==> src/common/gtc_defines.svh <==
// Notes on behaviour
// - A timer counts only while its run bit is one.
// - With halt-in-idle set, the timer stops while the device idles.
// - With write block set, count writes are ignored while one is pending.
// - Write-pending reads one during an asynchronous count write, else zero.
// - External select: 00 secondary oscillator, 01 pin, 10 low-power RC, 11 reserved.
// - Standalone gate enable acts only with the internal clock.
// - Standalone prescale codes 00..11 divide by 1, 8, 64, 256.
// - Wide mode joins odd and even timers into one 32-bit counter.
// - Wide mode bit exists only in the even timer control register.
// - Even clock source bit: one selects its pin, zero the internal clock.
// - In wide mode the even timer settings and the odd halt-in-idle bit control the whole counter.
// - Paired prescale codes 000..111 divide by 1,2,4,8,16,32,64,256.
// - Odd clock source bit: one selects its pin, zero the internal clock.
// - Odd gate enable acts only with the internal clock.
//
// Register offsets, field positions, write masks and reset values.
// Assumes a 32-bit Wishbone slave decoding eight byte-address bits.
`ifndef GTC_DEFINES_SVH
`define GTC_DEFINES_SVH

`define GTC_ADDR_W    8
`define GTC_OFS_CTL1  8'h00
`define GTC_OFS_CNT1  8'h04
`define GTC_OFS_CTL2  8'h08
`define GTC_OFS_CTL3  8'h0C
`define GTC_OFS_CNT2  8'h10
`define GTC_OFS_CNT3  8'h14

`define GTC_B_RUN     15
`define GTC_B_HALT    13
`define GTC_B_WBLK    12
`define GTC_B_WPEND   11
`define GTC_B_EXT     8
`define GTC_B_GATE    7
`define GTC_B_PS      4
`define GTC_B_WIDE    3
`define GTC_B_SYNC    2
`define GTC_B_CSRC    1

`define GTC_MASK_CTL1 16'hB3B6
`define GTC_MASK_CTL2 16'hA0FA
`define GTC_MASK_CTL3 16'hA0F2
`define GTC_RST_CTL   16'h0000
`define GTC_RST_CNT   16'h0000

`endif

==> src/common/gtc_pkg.sv <==
// Types and shared decode functions of the general timer control block.
// Assumes gtc_defines.svh is on the include path.
`include "gtc_defines.svh"

package gtc_pkg;

   // Classic Wishbone request from the master.
   typedef struct packed {
      logic        cyc;
      logic        stb;
      logic        we;
      logic [7:0]  adr;
      logic [3:0]  sel;
      logic [31:0] dat;
   } gtc_wb_req_t;

   // Clock and gate sources, all synchronous to the system clock.
   typedef struct packed {
      logic secondaryOscillator;
      logic lowPowerRcOsc;
      logic standaloneExtClockPin;
      logic evenExtClockPin;
      logic oddExtClockPin;
   } gtc_clk_in_t;

   // External source codes of the standalone timer.
   typedef enum logic [1:0] {
      EXT_SECONDARY_OSCILLATOR = 2'b00,
      EXT_PIN  = 2'b01,
      EXT_LOW_POWER_RC_OSC = 2'b10,
      EXT_RSVD = 2'b11
   } gtc_ext_src_t;

   // Standalone prescale code to a power-of-two shift.
   function automatic logic [3:0] soloShift(input logic [1:0] code);
      unique case (code)
         2'b00: soloShift = 4'h0;
         2'b01: soloShift = 4'h3;
         2'b10: soloShift = 4'h6;
         2'b11: soloShift = 4'h8;
      endcase
   endfunction : soloShift

   // Paired prescale code to a power-of-two shift; the top code skips 128.
   function automatic logic [3:0] pairShift(input logic [2:0] code);
      pairShift = (code == 3'b111) ? 4'h8 : {1'b0, code};
   endfunction : pairShift

   // Merges write data into a 16-bit register under byte enables and a mask.
   function automatic logic [15:0] wbMerge(input logic [15:0] old,
                                           input logic [31:0] dat,
                                           input logic [3:0]  sel,
                                           input logic [15:0] mask);
      logic [15:0] bytes;
      bytes = {sel[1] ? dat[15:8] : old[15:8], sel[0] ? dat[7:0] : old[7:0]};
      wbMerge = bytes & mask;
   endfunction : wbMerge

endpackage : gtc_pkg

==> src/design/gtc_timer_core.sv <==
// One counter with its prescaler.
// Assumes srcTick marks one source clock event per system clock cycle.
`timescale 1ns/100ps

module gtc_timer_core #(
   parameter int WIDTH = 16
) (
   input  wire logic             clock,
   input  wire logic             reset,
   input  wire logic             run,
   input  wire logic             srcTick,
   input  wire logic             gateOk,
   input  wire logic [3:0]       prescaleShift,
   input  wire logic             loadEn,
   input  wire logic [WIDTH-1:0] loadValue,
   output logic      [WIDTH-1:0] count,
   output logic                  carry
);
   import gtc_pkg::*;

   logic [7:0]       preCnt_r;
   logic [7:0]       preCnt_nxt;
   logic [WIDTH-1:0] count_r;
   logic [WIDTH-1:0] count_nxt;
   logic [8:0]       preLimit;
   logic             step;
   logic             inc;

   // Prescaler terminal count and the resulting count step.
   assign preLimit = (9'h001 << prescaleShift) - 9'h001;
   assign step     = run & srcTick & gateOk;
   assign inc      = step & ({1'b0, preCnt_r} >= preLimit);
   assign carry    = inc & (count_r == {WIDTH{1'b1}});
   assign count    = count_r;

   // Next prescaler and count; a load also restarts the prescaler.
   always_comb begin
      preCnt_nxt = preCnt_r;
      count_nxt  = count_r;
      if (loadEn) begin
         preCnt_nxt = 8'h00;
         count_nxt  = loadValue;
      end else if (!run) begin
         preCnt_nxt = 8'h00;
      end else if (step) begin
         preCnt_nxt = inc ? 8'h00 : preCnt_r + 8'h01;
         if (inc) begin
            count_nxt = count_r + {{(WIDTH-1){1'b0}}, 1'b1};
         end
      end
   end

   // Registers of the core.
   always_ff @(posedge clock or posedge reset) begin
      if (reset) begin
         preCnt_r <= 8'h00;
         count_r  <= '0;
      end else begin
         preCnt_r <= preCnt_nxt;
         count_r  <= count_nxt;
      end
   end

endmodule : gtc_timer_core

==> src/design/gtc_top.sv <==
// Register file and source selection for one standalone and one paired timer.
// Assumes all clock and gate inputs are synchronous to clock.
`timescale 1ns/100ps
`include "gtc_defines.svh"

module gtc_top (
   input  wire logic                 clock,
   input  wire logic                 reset,
   input  wire gtc_pkg::gtc_wb_req_t wbReq,
   input  wire gtc_pkg::gtc_clk_in_t clkIn,
   input  wire logic                 idleMode,
   output logic                      wbAck,
   output logic [31:0]               wbDatOut,
   output logic [15:0]               standaloneCount,
   output logic [15:0]               evenCount,
   output logic [15:0]               oddCount
);
   import gtc_pkg::*;

   // ************************************************************
   // Declarations
   // ************************************************************
   logic [15:0]  ctl1_r;
   logic [15:0]  ctl1_nxt;
   logic [15:0]  ctl2_r;
   logic [15:0]  ctl2_nxt;
   logic [15:0]  ctl3_r;
   logic [15:0]  ctl3_nxt;
   logic         ack_r;
   logic         ack_nxt;
   logic [31:0]  dat_r;
   logic [31:0]  dat_nxt;
   logic         pend_r;
   logic         pend_nxt;
   logic [15:0]  hold_r;
   logic [15:0]  hold_nxt;
   gtc_clk_in_t  prev_r;
   gtc_clk_in_t  rise;
   logic         busWrite;
   logic [15:0]  wrVal;
   logic         ext1Tick;
   logic         async1;
   logic         run1;
   logic         tick1;
   logic         gate1;
   logic         load1;
   logic [15:0]  loadVal1;
   logic         wide;
   logic         run2;
   logic         tick2;
   logic         gate2;
   logic         load2;
   logic         carry2;
   logic         run3;
   logic         tick3;
   logic         gate3;
   logic [3:0]   shift3;
   logic         load3;
   logic [15:0]  cnt1;
   logic [15:0]  cnt2;
   logic [15:0]  cnt3;
   logic [15:0]  ctl1View;
   gtc_ext_src_t extSel;

   // ************************************************************
   // Wishbone slave
   // ************************************************************

   // One wait state: ack rises one cycle after the request and drops after.
   assign ack_nxt  = wbReq.cyc & wbReq.stb & ~ack_r;
   assign busWrite = wbReq.cyc & wbReq.stb & wbReq.we & ack_r;
   assign wrVal    = wbReq.dat[15:0];
   assign wbAck    = ack_r;
   assign wbDatOut = dat_r;

   // The pending flag is live only in asynchronous mode.
   always_comb begin
      ctl1View = ctl1_r;
      ctl1View[`GTC_B_WPEND] = pend_r & async1;
   end

   // Read data is captured as the ack is raised; unmapped offsets read zero.
   always_comb begin
      dat_nxt = 32'h0000_0000;
      if (ack_nxt && !wbReq.we) begin
         unique case (wbReq.adr)
            `GTC_OFS_CTL1: dat_nxt = {16'h0000, ctl1View};
            `GTC_OFS_CNT1: dat_nxt = {16'h0000, cnt1};
            `GTC_OFS_CTL2: dat_nxt = {16'h0000, ctl2_r};
            `GTC_OFS_CTL3: dat_nxt = {16'h0000, ctl3_r};
            `GTC_OFS_CNT2: dat_nxt = {16'h0000, cnt2};
            `GTC_OFS_CNT3: dat_nxt = {16'h0000, cnt3};
            default:       dat_nxt = 32'h0000_0000;
         endcase
      end
   end

   // Control register writes under byte enables; masks drop absent bits.
   always_comb begin
      ctl1_nxt = ctl1_r;
      ctl2_nxt = ctl2_r;
      ctl3_nxt = ctl3_r;
      if (busWrite) begin
         unique case (wbReq.adr)
            `GTC_OFS_CTL1: ctl1_nxt = wbMerge(ctl1_r, wbReq.dat, wbReq.sel,
                                              `GTC_MASK_CTL1);
            `GTC_OFS_CTL2: ctl2_nxt = wbMerge(ctl2_r, wbReq.dat, wbReq.sel,
                                              `GTC_MASK_CTL2);
            `GTC_OFS_CTL3: ctl3_nxt = wbMerge(ctl3_r, wbReq.dat, wbReq.sel,
                                              `GTC_MASK_CTL3);
            default: ;
         endcase
      end
   end

   // ************************************************************
   // Standalone timer
   // ************************************************************

   // Rising edges of every external source.
   assign rise = clkIn & ~prev_r;

   // External source choice; the reserved code gives no ticks.
   assign extSel = gtc_ext_src_t'(ctl1_r[`GTC_B_EXT +: 2]);
   always_comb begin
      unique case (extSel)
         EXT_SECONDARY_OSCILLATOR: ext1Tick = rise.secondaryOscillator;
         EXT_PIN:  ext1Tick = rise.standaloneExtClockPin;
         EXT_LOW_POWER_RC_OSC: ext1Tick = rise.lowPowerRcOsc;
         EXT_RSVD: ext1Tick = 1'b0;
      endcase
   end

   // Enable, idle stop, source and gate of the standalone timer.
   assign run1   = ctl1_r[`GTC_B_RUN] & ~(ctl1_r[`GTC_B_HALT] & idleMode);
   assign async1 = ctl1_r[`GTC_B_CSRC] & ~ctl1_r[`GTC_B_SYNC];
   assign tick1  = ctl1_r[`GTC_B_CSRC] ? ext1Tick : 1'b1;
   assign gate1  = ctl1_r[`GTC_B_CSRC] | ~ctl1_r[`GTC_B_GATE]
                   | clkIn.standaloneExtClockPin;

   // Count writes: direct when synchronous, else held until a source edge.
   always_comb begin
      pend_nxt = pend_r;
      hold_nxt = hold_r;
      load1    = 1'b0;
      loadVal1 = hold_r;
      if (pend_r && (ext1Tick || !async1)) begin
         load1    = 1'b1;
         pend_nxt = 1'b0;
      end
      if (busWrite && wbReq.adr == `GTC_OFS_CNT1 && wbReq.sel[1:0] != 2'b00) begin
         if (!async1) begin
            load1    = 1'b1;
            loadVal1 = wbMerge(cnt1, wbReq.dat, wbReq.sel, 16'hFFFF);
         end else if (!(pend_r && ctl1_r[`GTC_B_WBLK])) begin
            pend_nxt = 1'b1;
            hold_nxt = wbMerge(pend_r ? hold_r : cnt1, wbReq.dat, wbReq.sel,
                               16'hFFFF);
         end
      end
   end

   gtc_timer_core #(
      .WIDTH(16)
   ) u_solo (
      .clock         (clock),
      .reset         (reset),
      .run           (run1),
      .srcTick       (tick1),
      .gateOk        (gate1),
      .prescaleShift (soloShift(ctl1_r[`GTC_B_PS +: 2])),
      .loadEn        (load1),
      .loadValue     (loadVal1),
      .count         (cnt1),
      .carry         ()
   );

   // ************************************************************
   // Paired timers
   // ************************************************************

   // Wide mode hands the odd half to the even half's settings; the odd halt-in-idle bit still stops both halves.
   assign wide  = ctl2_r[`GTC_B_WIDE];
   assign run2  = ctl2_r[`GTC_B_RUN] & ~(ctl2_r[`GTC_B_HALT] & idleMode)
                  & ~(wide & ctl3_r[`GTC_B_HALT] & idleMode);
   assign tick2 = ctl2_r[`GTC_B_CSRC] ? rise.evenExtClockPin : 1'b1;
   assign gate2 = ctl2_r[`GTC_B_CSRC] | ~ctl2_r[`GTC_B_GATE]
                  | clkIn.evenExtClockPin;

   // Odd half: own settings alone, or the even half's carry when wide.
   always_comb begin
      if (wide) begin
         run3   = run2;
         tick3  = carry2;
         gate3  = 1'b1;
         shift3 = 4'h0;
      end else begin
         run3   = ctl3_r[`GTC_B_RUN] & ~(ctl3_r[`GTC_B_HALT] & idleMode);
         tick3  = ctl3_r[`GTC_B_CSRC] ? rise.oddExtClockPin : 1'b1;
         gate3  = ctl3_r[`GTC_B_CSRC] | ~ctl3_r[`GTC_B_GATE]
                  | clkIn.oddExtClockPin;
         shift3 = pairShift(ctl3_r[`GTC_B_PS +: 3]);
      end
   end

   assign load2 = busWrite && wbReq.adr == `GTC_OFS_CNT2 && wbReq.sel[1:0] != 2'b00;
   assign load3 = busWrite && wbReq.adr == `GTC_OFS_CNT3 && wbReq.sel[1:0] != 2'b00;

   gtc_timer_core #(
      .WIDTH(16)
   ) u_even (
      .clock         (clock),
      .reset         (reset),
      .run           (run2),
      .srcTick       (tick2),
      .gateOk        (gate2),
      .prescaleShift (pairShift(ctl2_r[`GTC_B_PS +: 3])),
      .loadEn        (load2),
      .loadValue     (wbMerge(cnt2, wbReq.dat, wbReq.sel, 16'hFFFF)),
      .count         (cnt2),
      .carry         (carry2)
   );

   gtc_timer_core #(
      .WIDTH(16)
   ) u_odd (
      .clock         (clock),
      .reset         (reset),
      .run           (run3),
      .srcTick       (tick3),
      .gateOk        (gate3),
      .prescaleShift (shift3),
      .loadEn        (load3),
      .loadValue     (wbMerge(cnt3, wbReq.dat, wbReq.sel, 16'hFFFF)),
      .count         (cnt3),
      .carry         ()
   );

   assign standaloneCount = cnt1;
   assign evenCount       = cnt2;
   assign oddCount        = cnt3;

   // ************************************************************
   // State registers
   // ************************************************************

   // All bus, control and write-hold state.
   always_ff @(posedge clock or posedge reset) begin
      if (reset) begin
         ctl1_r <= `GTC_RST_CTL;
         ctl2_r <= `GTC_RST_CTL;
         ctl3_r <= `GTC_RST_CTL;
         ack_r  <= 1'b0;
         dat_r  <= 32'h0000_0000;
         pend_r <= 1'b0;
         hold_r <= `GTC_RST_CNT;
         prev_r <= '0;
      end else begin
         ctl1_r <= ctl1_nxt;
         ctl2_r <= ctl2_nxt;
         ctl3_r <= ctl3_nxt;
         ack_r  <= ack_nxt;
         dat_r  <= dat_nxt;
         pend_r <= pend_nxt;
         hold_r <= hold_nxt;
         prev_r <= clkIn;
      end
   end

endmodule : gtc_top

==> config.mk <==
export PLATFORM = sky130hd
export DESIGN_NAME = gtc_top
export DESIGN_NICKNAME = d
export VERILOG_FILES = /design/src/common/gtc_pkg.sv /design/src/design/gtc_timer_core.sv /design/src/design/gtc_top.sv
export VERILOG_INCLUDE_DIRS = /design/src /design/src/common
export SDC_FILE = /design/constraint.sdc
export NUM_CORES = 1
export LEC_CHECK = 0
export ABC_AREA = 1
export BUFFER_PORTS_ARGS = -buffer_cell sky130_fd_sc_hd__buf_2
export CORE_ASPECT_RATIO = 0.8
export CORE_UTILIZATION = 40
export CTS_CLUSTER_SIZE = 8
export DETAILED_ROUTE_END_ITERATION = 7
export GPL_TIMING_DRIVEN = 0
export PLACE_DENSITY = 0.68
export SYNTH_ARGS = -nofsm -noshare
export SYNTH_HDL_FRONTEND = slang
export SYNTH_SLANG_ARGS = --single-unit
==> constraint.sdc <==
create_clock -name clock -period 10.6 [get_ports clock]
set_input_delay 0 -clock clock [delete_from_list [all_inputs] [get_ports clock]]
set_output_delay 0 -clock clock [all_outputs]
set_load 0.02 [all_outputs]
==> results by group <==
Run status
  – Status: finished, final reports clean

Clocking
  – Reg clk slew, reported paths: 0.06 ns
  – PostCTS Resize Cnt: 0
  – Num CTS Buffers: 17
  – CTS tree: built
  – Number of H-tree levels: 4
  – Worst skew pair latency: 0.43 ns
  – Max Buffers Root-to-Sink: 2
  – CTS Hold Bufs: 27
  – CTS Sinks: 136
  – Clock Tree Root: clkbuf_16
  – Post-CTS setup buffers: 0

Cells and area
  – Share of layout cells above drive strength 1: 15.1%
  – Final nets: 1502
  – Diode count: 0
  – Fillers: 2250
  – Non-Filler Instances: 1727
  – Area Overhead vs Synth: 19.9%

Worst setup path
  – Crit path launch type: flip-flop
  – Slowest CP cell: ha_1
  – Reg2reg end: u_odd.count[9]$_DFFE_PP0P_
  – Reg2Reg Launch Point: ctl3_r[5]$_DFFE_PP0P_
  – Crit path max fanout: 10
  – CP top delay family: simple AND/OR/NAND/NOR gates
  – Worst setup path class: reg -> reg
  – Crit path buf inv count: 3
  – Crit path capture type: flip-flop
  – Worst setup path start: ctl3_r[5]$_DFFE_PP0P_
  – Worst Setup EP: u_odd.count[9]$_DFFE_PP0P_
  – CP most frequent cell: nand2_1
  – R2R cell count: 16
  – Number of cells on the critical path: 16
  – Reg2Reg Setup Slack: 7.37 ns
  – Critical path data arrival time: 3.54 ns
  – Max stage delay on crit path: 0.35 ns
  – CP Data Required Time: 10.92 ns
  – Crit-path cells: clkbuf_1, inv_1, a31oi_1, ha_1, o21ai_0, nand2_1, o311ai_0, ha_1, nand4_1, or2_2, nand4_1, nor2_1, inv_2, nand3_2, nand2_1, nand2_1

Global route
  – Largest net degree at the start of global routing: 82
  – Initial antenna violation count: 0
  – Grt total ovfl: 0
  – Number of global-route vias before repair: 8031
  – First-pass GRT wire length: 44800 um
  – Gr usage total: 25.3%

Timing
  – Slew headroom: 36.0%
  – Final setup fails: 0
  – Setup TNS: 0 ns
  – Worst-Margin Slew: 0.958 ns
  – Final hold violations: 0
  – Worst Skew: 0.0109 ns
  – Period utilization: 30.5%
  – RSZ-0062 raised after global routing: no
  – Min Clock Period, post-route: 3.23 ns
  – Max-slew violation count: 0
  – FMAX: 0.310 GHz

Routing
  – Vias: 9081
  – Detail Route Antenna Nets: 0
  – Iteration-0 DRC Markers: 904
  – DR WL/cell: 16.5 um
  – DRC Markers: 0
  – WL final: 28500 um
  – Vias per cell: 5.26
  – TritonRoute pass-1 iters: 6

Logic synthesis
  – Yosys reg bits: 136
  – Number of synthesized flops with an enable pin: 0
  – Synth Instances: 1246
  – Seq/Total Area, Yosys: 37.2%
  – Yosys warns: 0
  – Top_reg_cell synth: dfrtp_1
  – Cell area after synthesis: 9150 sq um
  – Async set-reset flop share out of synthesis: 100%
  – Post-synth cell types: 53
  – Syn Area/Cell: 7.34 sq um

Floorplan
  – Row count: 49
  – Starting Density: 40.8%
  – Ports: 136
  – Die Width: 171 um
  – Chip Height: 137 um
  – Area of the core: 22400 sq um
  – Full die area: 23500 sq um

Power
  – VDD IR max: 0.109 mV
  – Power per Cell Area: 109 nW/um^2
  – Leakage: 5.30 nW

Place
  – Placed Instances: 1668
  – Port Buffer Count: 100
  – GPL Wtd Cong: 0.948
  – Dpl hpwl: 21800 um

Min path
  – Hold crit path type: in -> reg

Job
  – Max Cap Viol: 0
-- state kept, by name, summed over array words and instances (netlist names) --
signal / count
ctl3_r: 7
u_odd.count: 16
wbDatOut: 16
u_solo.preCnt_r: 8
hold_r: 16
ctl2_r: 8
u_solo.count: 16
prev_r: 5
u_even.preCnt_r: 8
ctl1_r: 10
pend_r: 1
u_odd.preCnt_r: 8
u_even.count: 16
wbAck: 1
-- area by class of cell --
type / instances / area [sq um] / share of cell area [%]
repair buffers: 128 / 798 / 7.28
well taps: 306 / 383 / 3.49
clock buffers: 22 / 484 / 4.42
multi-input cells: 913 / 4870 / 44.4
plain buffers: 46 / 300 / 2.74
clock inverters: 10 / 93.8 / 0.856
flip-flops and latches: 136 / 3400 / 31.0
inverters: 166 / 636 / 5.80
-- worst min-delay path, stage by stage --
cell     delay [ns]
buf_4          0.15
nand2_1        0.07
o21ai_0        0.07
a21oi_1        0.07
inv_1          0.05
-- Yosys cell counts, drive strengths merged, types with 2 or more instances --
master	count	area [sq um]
buf	35	259
a21oi	67	347
nor2	119	483
o21ai	126	638
dfrtp	136	3400
o31ai	3	22.5
nand2	316	1260
a21o	2	15.0
a22oi	4	30.0
nor3	18	128
a31oi	10	62.6
ha	39	488
xor2	27	236
clkbuf	11	41.3
nand3b	7	52.6
clkinv	3	16.3
o32ai	2	17.5
nand4	34	219
xnor2	10	87.6
nand3	65	365
inv	163	614
and3	4	25.0
o21a	10	75.1
o22ai	15	93.8
a221oi	5	43.8
o211ai	6	45.0
-- routing by layer --
metal / global-route usage (%) / share of wire [%] / up-vias / wire, um
met5: 0 / 0 / - / 0
met4: 6.55 / 1.4 / 0 / 391
met1: 37.9 / 48 / 4235 / 13700
met3: 5.60 / 9.0 / 34 / 2570
met2: 36.4 / 42 / 400 / 11800
li1: - / - / 4412 / -
-- placed cells by master, fill, tap and decap left out, types with 4 or more instances in the layout --
master and count:
nand2_1 303, inv_1 153, dfrtp_1 136, o21ai_0 113, nor2_1 112, buf_2 109, a21oi_1 66, nand3_1 60
ha_1 39, nand4_1 33, xor2_1 27, dlygate4sd3_1 27, buf_4 21, clkbuf_16 17, conb_1 16, o22ai_1 15
nor3_1 13, clkbuf_1 12, o21ai_1 11, xnor2_1 10, o21a_1 10, a31oi_1 10, nand2_4 9, inv_2 8
nand3b_1 7, o211ai_1 6, nor2_2 5, buf_6 5, a221oi_1 5, and3_1 4, nand2_2 4, a22oi_1 4
clkbuf_8 4
-- worst min path at each step --
stage	startpoint	endpoint	slack (ns)	cells after the start
after floorplan	clkIn[0]	prev_r[0]$_DFF_PP0_	0.03	0
after global placement	clkIn[1]	prev_r[1]$_DFF_PP0_	0.15	1
after detailed placement	reset	u_solo.preCnt_r[7]$_DFFE_PP0P_	0.1	2
after CTS	wbReq[32]	hold_r[4]$_DFFE_PP0P_	0.004	5
after global routing	wbReq[1]	ctl1_r[1]$_DFFE_PP0P_	0.03	3
final	wbReq[32]	hold_r[4]$_DFFE_PP0P_	0.02	5
-- kinds of logic (layout without fill, tap and decap cells) --
family	after synthesis	in the layout	synth area share, %
buffers and inverters	212	372	10.2
and+or+nand+nor	564	564	27.8
DFF	136	136	37.2
adders and majority gates	39	39	5.34
other	1	16	0.0410
xor gates and xnor gates	37	37	3.54
AOI/OAI and AO/OA	255	255	15.7
muxes	2	2	0.233
-- report_power, final --
part | total (mW) | leakage (nW) | internal, mW | switching [mW]
sequential | 0.526 | 1.71 | 0.522 | 0.00386
combinational | 0.0791 | 3.32 | 0.0278 | 0.0514
clock | 0.587 | 0.279 | 0.348 | 0.239
-- per-stage QoR --
| stage | util (%) | hold WS [ns] | instance area (sq um) | setup WS (ns) | total power [mW] |
|---|---|---|---|---|---|
| finish | 48.9 | 0.0173 | 11000 | 7.37 | 1.19 |
| global route | 48.9 | 0.0307 | 11000 | 7.05 | 1.23 |
| CTS | 48.9 | 0.00384 | 11000 | 7.36 | 1.20 |
| detailed placement | 45.1 | 0.0967 | 10100 | 7.40 | 0.607 |
| global placement | 44.9 | 0.146 | 10100 | 5.13 | 0.604 |
| floorplan | - | 0.0314 | 9200 | 6.96 | 0.578 |
Note: power is estimated with default switching activity, not from simulation.
